==> config.mk <==
export PLATFORM = sky130hd
export DESIGN_NAME = io_port_watchdog_timer
export DESIGN_NICKNAME = d
export VERILOG_FILES = /design/src/hdl/io_port_watchdog_pkg.sv /design/src/hdl/io_port_watchdog_timer.sv
export SDC_FILE = /design/constraint.sdc
export NUM_CORES = 1
export LEC_CHECK = 0
export BUFFER_PORTS_ARGS = -buffer_cell sky130_fd_sc_hd__buf_2
export CAP_MARGIN = 25
export CORE_UTILIZATION = 38
export CTS_CLUSTER_DIAMETER = 150
export DETAILED_ROUTE_END_ITERATION = 10
export PLACE_DENSITY = 0.55
export SYNTH_ARGS = -nofsm -noshare
export SYNTH_HDL_FRONTEND = slang
export SYNTH_SLANG_ARGS = --single-unit
==> constraint.sdc <==
create_clock -name clk -period 2.6 [get_ports clk]
set_input_delay 0.13 -clock clk [delete_from_list [all_inputs] [get_ports clk]]
set_output_delay 0.13 -clock clk [all_outputs]
set_load 0.01 [all_outputs]
==> src/hdl/io_port_watchdog_pkg.sv <==
/*
  Package for the I/O-port watchdog: port address, interval limits, timing constants.
  Assumes a 10 MHz system clock and a 16-bit system I/O address space.
*/
package io_port_watchdog_pkg;
  localparam logic [15:0] WDT_PORT_ADDR     = 16'h0443;
  localparam logic [7:0]  INTERVAL_MIN      = 8'h01;
  localparam logic [7:0]  INTERVAL_MAX      = 8'h3e;
  localparam int          CLK_HZ            = 10000000;
  localparam int          SECOND_NS         = 1000000000;
  localparam int          CLK_PERIOD_NS     = 100;
  localparam int          CYCLES_PER_SECOND = SECOND_NS / CLK_PERIOD_NS;
  localparam int          RESET_PULSE_CYC   = 16;
  localparam logic [7:0]  READ_VALUE_RESET  = 8'h00;

  typedef struct packed {
    logic        wrStrobe;
    logic        rdStrobe;
    logic [15:0] addr;
    logic [7:0]  wrData;
  } io_req_t;
endpackage

==> src/hdl/io_port_watchdog_timer.sv <==
/*
  Watchdog timer reached through a single byte-wide I/O port.
  A write of a non-zero byte loads the interval in whole seconds and starts
  or restarts the countdown; a read returns the last interval and stops it.
  When the countdown runs out a reset pulse of fixed width is raised, after
  which the timer rests until the port is written again.
  Assumes one-cycle read and write strobes synchronous to clk, decoded I/O space,
  and a clock whose rate matches the seconds prescaler parameter.
*/
`timescale 1ns/10ps
`default_nettype none

module io_port_watchdog_timer #(
  parameter int SECOND_CYCLES = io_port_watchdog_pkg::CYCLES_PER_SECOND,
  parameter int PULSE_CYCLES  = io_port_watchdog_pkg::RESET_PULSE_CYC
) (
  input  wire logic                        clk,
  input  wire logic                        rst_n,
  input  wire io_port_watchdog_pkg::io_req_t ioReq,
  output logic [7:0]                       rdData,
  output logic                             rdHit,
  output logic                             sysReset,
  output logic                             wdtActive
);
  // Counter widths follow the parameters so a short sim second still fits
  localparam int PW = $clog2(SECOND_CYCLES + 1);
  localparam int RW = $clog2(PULSE_CYCLES + 1);

  // Countdown phases
  typedef enum logic [1:0] {
    IDLE,
    RUN,
    FIRE
  } state_t;

  // Phase of the timer
  state_t        state_q;
  state_t        state_d;

  // Clock cycles within the current second
  logic [PW-1:0] prescale_q;
  logic [PW-1:0] prescale_d;

  // Whole seconds left before expiry
  logic [7:0]    seconds_q;
  logic [7:0]    seconds_d;

  // Last accepted interval, returned on a read
  logic [7:0]    interval_q;
  logic [7:0]    interval_d;

  // Cycles of the reset pulse already shown
  logic [RW-1:0] pulse_q;
  logic [RW-1:0] pulse_d;

  // Read data held for the host
  logic [7:0]    rdData_q;
  logic [7:0]    rdData_d;

  // Decoded accesses and timer events
  logic          wrHit;
  logic          rdAcc;
  logic          wrTake;
  logic          rdTake;
  logic          secondTick;
  logic          expire;
  logic          pulseDone;

  // Port address match, shared by both strobes
  function automatic logic portMatch(input logic [15:0] addr);
    portMatch = (addr == io_port_watchdog_pkg::WDT_PORT_ADDR);
  endfunction

  // Raw accesses that hit the port
  assign wrHit = portMatch(ioReq.addr) && ioReq.wrStrobe;
  assign rdAcc = portMatch(ioReq.addr) && ioReq.rdStrobe;

  // Accesses that take effect; the reset pulse is never cut short
  // Zero would expire at once; it is dropped rather than firing
  assign wrTake = wrHit && (ioReq.wrData != 8'h00) && (state_q != FIRE);
  assign rdTake = rdAcc && (state_q != FIRE);

  // Timer events
  assign secondTick = (state_q == RUN) && (prescale_q == PW'(SECOND_CYCLES - 1));
  assign expire     = secondTick && (seconds_q == 8'h01);
  assign pulseDone  = (state_q == FIRE) && (pulse_q == RW'(PULSE_CYCLES - 1));

  // Phase sequencing; a write wins over a read in the same cycle
  always_comb begin
    state_d = state_q;
    unique case (state_q)
      IDLE, RUN: begin
        if (wrTake) begin
          state_d = RUN;
        end else if (rdTake) begin
          state_d = IDLE;
        end else if (expire) begin
          state_d = FIRE;
        end
      end
      FIRE: begin
        if (pulseDone) begin
          state_d = IDLE;
        end
      end
    endcase
  end

  // Phase register
  always_ff @(posedge clk or negedge rst_n) begin
    if (!rst_n) begin
      state_q <= IDLE;
    end else begin
      state_q <= state_d;
    end
  end

  // Prescaler; a write restarts the second so refreshes are exact
  always_comb begin
    prescale_d = prescale_q;
    if (wrTake) begin
      prescale_d = '0;
    end else if (secondTick) begin
      prescale_d = '0;
    end else if (state_q == RUN) begin
      prescale_d = prescale_q + PW'(1);
    end
  end

  // Prescaler register
  always_ff @(posedge clk or negedge rst_n) begin
    if (!rst_n) begin
      prescale_q <= '0;
    end else begin
      prescale_q <= prescale_d;
    end
  end

  // Seconds left; values above the documented range still count
  always_comb begin
    seconds_d = seconds_q;
    if (wrTake) begin
      seconds_d = ioReq.wrData;
    end else if (secondTick) begin
      seconds_d = seconds_q - 8'h01;
    end
  end

  // Seconds register
  always_ff @(posedge clk or negedge rst_n) begin
    if (!rst_n) begin
      seconds_q <= '0;
    end else begin
      seconds_q <= seconds_d;
    end
  end

  // Interval kept only for the read-back value
  always_comb begin
    interval_d = interval_q;
    if (wrTake) begin
      interval_d = ioReq.wrData;
    end
  end

  // Interval register
  always_ff @(posedge clk or negedge rst_n) begin
    if (!rst_n) begin
      interval_q <= '0;
    end else begin
      interval_q <= interval_d;
    end
  end

  // Reset pulse width counter, cleared on entry to the pulse
  always_comb begin
    pulse_d = pulse_q;
    if (expire) begin
      pulse_d = '0;
    end else if ((state_q == FIRE) && !pulseDone) begin
      pulse_d = pulse_q + RW'(1);
    end
  end

  // Pulse register
  always_ff @(posedge clk or negedge rst_n) begin
    if (!rst_n) begin
      pulse_q <= '0;
    end else begin
      pulse_q <= pulse_d;
    end
  end

  // Read returns last interval; mostly the read is a side effect
  always_comb begin
    rdData_d = rdData_q;
    if (rdTake) begin
      rdData_d = interval_q;
    end
  end

  // Read data register
  always_ff @(posedge clk or negedge rst_n) begin
    if (!rst_n) begin
      rdData_q <= io_port_watchdog_pkg::READ_VALUE_RESET;
    end else begin
      rdData_q <= rdData_d;
    end
  end

  // Outputs; data straight from a flip-flop, status decoded from the phase register, read acknowledge from the address decode
  assign rdData    = rdData_q;
  assign rdHit     = rdAcc; // Decode acknowledge, combinational
  assign sysReset  = (state_q == FIRE);
  assign wdtActive = (state_q == RUN);
endmodule

`default_nettype wire

; ---- Word-level counts from Yosys, hierarchy flattened
; Index checks and enable logic that the tools add are counted.
[word_totals]
regBits = 55
input_bits = 28
out_inout_bits = 11
wordCells = 47
[op_classes]
n_reduce_logical = 17
muxes = 12
n_eq_ne = 9
addsub = 3
[ops]
columns = op, count
row1 = $mux W24, 3
row2 = $add A24 B1 Y24 const B, 1
row3 = $eq A24 B24 Y1 const B, 1
row4 = $eq A16 B11 Y1 const B, 1
row5 = $mux W8, 2
row6 = $mux W5, 2
row7 = $logic_and A1 B1 Y1, 9
row8 = $eq A8 B1 Y1 const B, 1
row9 = $mux W2, 4
row10 = $reduce_bool A8 Y1, 1
row11 = $sub A8 B1 Y8 const B, 1
row12 = $add A5 B1 Y5 const B, 1
row13 = $eq A5 B4 Y1 const B, 1
row14 = $ne A4 B4 Y1 const B, 1
row15 = $pmux W2 S2, 1
row16 = $reduce_bool A2 Y1, 2
row17 = $reduce_bool A3 Y1, 1
row18 = $eq A2 B1 Y1 const B, 1
row19 = $eq A2 B2 Y1 const B, 1
row20 = $logic_not A2 Y1, 1
row21 = $ne A2 B1 Y1 const B, 1
row22 = $ne A2 B2 Y1 const B, 1
row23 = $reduce_and A2 Y1, 1
row24 = $reduce_or A2 Y1, 1
row25 = $logic_not A1 Y1, 1

; ---- Longest topological paths before layout
[depth]
word_depth = 7
mapped_depth = 8
depth_no_buf = 7

; ---- Worst setup path after synthesis
; Ideal clock, no wire load.
[synth_path]
path_kind = flip-flop to flip-flop
startpoint = reg prescale_q[17]
endpoint = reg state_q[0]
stages_incl_launch_ff = 6
t_arrival_ps = 2019
t_required_ps = 2457
slack_ps = 439
cell_sequence = dfrtp_1 or4b_4 nor4_4 nand4b_2 nor4b_4 o21ai_0
[synth_via]
elab_chain_cells = 5
[synth_lines]
columns = element, line_no
row1 = from (decl), io_port_watchdog_timer.sv:41  ; logic [PW-1:0] prescale_q;
row2 = from (signal assigned), io_port_watchdog_timer.sv:135  ; prescale_q <= prescale_d;
row3 = $eq A24 B24 Y1, io_port_watchdog_timer.sv:84  ; assign secondTick = (state_q == RUN) && (prescale_q == PW'(SECOND_CYCLES - 1));
row4 = $logic_and A1 B1 Y1, io_port_watchdog_timer.sv:84
row5 = $logic_and A1 B1 Y1, io_port_watchdog_timer.sv:85  ; assign expire = secondTick && (seconds_q == 8'h01);
row6 = $ne A4 B4 Y1 (no source line), n/a
row7 = $reduce_and A2 Y1 (no source line), n/a
row8 = to (signal assigned), io_port_watchdog_timer.sv:114  ; state_q <= state_d;
row9 = to (decl), io_port_watchdog_timer.sv:37  ; state_t state_q;
; No other way between the ends.
; A chain may end at the register's enable or synchronous reset.

; ---- Worst setup path after layout
[layout_path]
startpoint = reg prescale_q[0]
endpoint = reg prescale_q[6]
[layout_via]
elab_chain_cells = 4
elab_cells_between_ends = 7
cone_classes = add/sub (1) / eq/ne (1) / mux (3) / reduce/logical (2)
[layout_lines]
columns = element, line_no
row1 = $add A24 B1 Y24 or $eq A24 B24 Y1 (tied branches), "io_port_watchdog_timer.sv:126, io_port_watchdog_timer.sv:84"
row2 = $mux W24 or $logic_and A1 B1 Y1 (tied branches), "io_port_watchdog_timer.sv:125, io_port_watchdog_timer.sv:84"
row3 = $mux W24, io_port_watchdog_timer.sv:123  ; end else if (secondTick) begin
row4 = $mux W24, io_port_watchdog_timer.sv:121  ; if (wrTake) begin
; Parallel ways exist; a longest one is shown, timed or not. The select of a mux whose other input is x is not followed.

==> reports/results.ini <==
[synthesis]
synthCells = 302
avgSynthCellArea_um2 = 9.80
ys_top_cells_by_area = dfrtp_1 46%, nand2_1 5.1%, a21oi_1 3.6%
yosysSeqAreaShare = 0.465
synth_top_area_frac = 0.465
synth_top_area_cell = dfrtp_1
synth_area_um2 = 2960
synth-main-ff-cell = dfrtp_1
yosysUniqueCellTypes = 54
ys_warn_count = 0
synth_fp_nets = 335
synth-async-reset-ratio = 1.00
synth_edf_count = 0
synth-seq-cells = 55

[global_route]
first_global_vias = 2412
grt_usage = 0.178
grt_overflow = 0
grt_pass1_wl_um = 11700
antenna_found_initial = 0
grt_max_degree = 33

[drt]
dr_total_vias = 2440
drt_iter0_drc = 114
drtAntennaViolNets = 0
routedWlPerCell_um = 15.1
drt_wl_total_um = 6750
vias_per_cell = 5.47
dr.pass1.iters = 4
drc = 0

[setup_path]
rr_startpoint = prescale_q[0]$_DFFE_PN0P_
startpoint = prescale_q[0]$_DFFE_PN0P_
worstSetupPathType = reg2reg
cp.arrival_ns = 2.56
crit_path_end_kind = register
worstPathMaxFanout = 11
start_kind = register
required_ns = 2.82

[die]
dieArea_um2 = 8150
initial_core_util = 0.400
core_um2 = 7410
ioPinCount = 39
die_h_um = 90.3
die_x_um = 90.3
std_cell_rows = 31

[clock_network]
path_clk_slew_ns = 0.11
clk_latency_ns = 0.32
cts.htree.levels = 2
cts_buffers = 5
cts_sinks = 55
cts_tree = built
cts_root_buf = clkbuf_8
clk_path_buf_depth = 2

[final_layout]
num-nets-final = 379
diodes = 0
drive_above_1_share = 0.236
fin_util = 0.462
syn_to_final_growth_pct = 15.7
instances_no_fill = 446

[placed_design]
place_hpwl_um = 4960
portBuffers = 38
place.gp.congestion = 0.764
place_ws_ns = 0.226
placedCellCount = 437

[power_and_ir_drop]
leakagePower_nw = 1.52
power_density_nw_per_um2 = 445
ir_drop_v = 0.000203

[timing]
drv_slew = 0
rsz0062_at_grt = no
fin_tns_setup_ns = 0
period_needed_ns = 2.34
worst_slack_ns = 0.259
relSlewSlack = 0.563
finalHoldViolCount = 0
max_slew.worst_pin.slew_ns = 0.655
finClkSkew_ns = 0.00965
fmax_mhz = 427
fin_crit_sh = 0.900
setup_viol = 0

[flow_run]
drv_cap = 0

[hold_path]
hp-class = in2reg
worstHoldStart = ioReq[7]

[outcome]
status = complete, no violations

==> state kept, by name, summed over array words and instances (netlist names) <==
signal,count
state_q,2
interval_q,8
rdData,8
seconds_q,8
pulse_q,5
prescale_q,24
==> report_power, final <==
part           leakage [nW]  switching, W  internal [W]
Combinational         0.750     0.0000311     0.0000204
Clock                0.0607      0.000318      0.000298
Sequential            0.711    0.00000112      0.000856
==> worst max-delay path, cell delays in order (launching register included) <==
cell and delay (ns):
dfrtp_1 0.45, ha_2 0.30, nor4b_1 0.25, nand3_1 0.10
or4_1 0.60, nand2_1 0.17, buf_4 0.19, o21ba_2 0.17
==> cell families (layout without fill, tap and decap cells) <==
group | count (synthesis) | count (layout) | synth area share
DFF | 55 | 55 | 0.465
xor gates and xnor gates | 11 | 11 | 0.0325
muxes | 13 | 13 | 0.0478
adders and majority gates | 5 | 5 | 0.0211
AOI/OAI and AO/OA | 57 | 57 | 0.118
and+or+nand+nor | 138 | 138 | 0.281
buffers and inverters | 23 | 68 | 0.0351
==> routing by layer <==
metal / GRT usage / wire length, µm / vias up / share of wire
li1: - / - / 1203 / -
met1: 0.245 / 3300 / 1205 / 0.49
met2: 0.296 / 3280 / 28 / 0.49
met3: 0.0253 / 135 / 4 / 0.020
met4: 0.0444 / 46 / 0 / 0.0068
met5: 0 / 0 / - / 0
==> stage by stage <==
step | power [W] | area, µm² | hold slack [ns]
2_1_floorplan | 0.000883 | 2960 | -0.166
3_3_place_gp | 0.000925 | 3290 | 0.158
3_5_place_dp | 0.000925 | 3290 | 0.155
4_1_cts | 0.00155 | 3420 | 0.0249
5_1_grt | 0.00158 | 3430 | 0.0288
6_report | 0.00152 | 3430 | 0.0285
==> cell type report <==
| type | count | area [µm²] |
|---|---|---|
| clock buffer | 5 | 68.8 |
| clock inverter | 3 | 50.0 |
| fill | 726 | 3980 |
| inverter | 9 | 33.8 |
| multi-input combinational | 224 | 1480 |
| sequential | 55 | 1380 |
| tap | 99 | 124 |
| timing repair buffer | 51 | 290 |
==> synthesized netlist by cell type, types with 4 or more instances <==
cell and number:
or3_1 6, mux2i_1 4, or4_1 14, nor4_1 4
nand3_1 14, inv_1 8, buf_2 4, mux2_2 9
o31ai_1 11, dfrtp_1 55, nor2_1 16, nand4_1 12
nand2_1 40, ha_1 5, clkbuf_1 6, xor2_1 9
a21oi_1 21, nor4b_1 5, o21ai_0 14
==> repair_timing <==
item                                    CTS  global route
setup buffers                             0             0
hold buffers                              1             0
endpoints found under the setup margin    0             1
hold endpoints to repair                 23             0
gates resized for setup                   0             1
==> path summary, 6_finish.rpt <==
path | endpoint | slack [ns] | depth (start not counted)
max reg2reg | prescale_q[6]$_DFFE_PN0P_ | 0.26 | 7
max | prescale_q[6]$_DFFE_PN0P_ | 0.26 | 7
max in group asynchronous | state_q[0]$_DFFE_PN0P_ | 1.45 | 3
min reg2reg | interval_q[5]$_DFFE_PN0N_ | 0.48 | 2
min in group asynchronous | prescale_q[14]$_DFFE_PN0P_ | 0.33 | 2
min | interval_q[7]$_DFFE_PN0N_ | 0.03 | 3
==> cell usage in the layout (no fill, tap or decap), types with 5 or more instances in the layout <==
master     n
a21oi_1   21
buf_2     38
buf_4     12
clkbuf_8   5
dfrtp_1   55
inv_1      8
mux2_2     9
nand2_1   40
nand3_1   14
nand4_1   12
nor2_1    16
nor4b_1    5
o21ai_0   14
o31ai_1   11
or3_1      6
or4_1     14
xor2_1     9
Power figures use the tool's default switching activity.
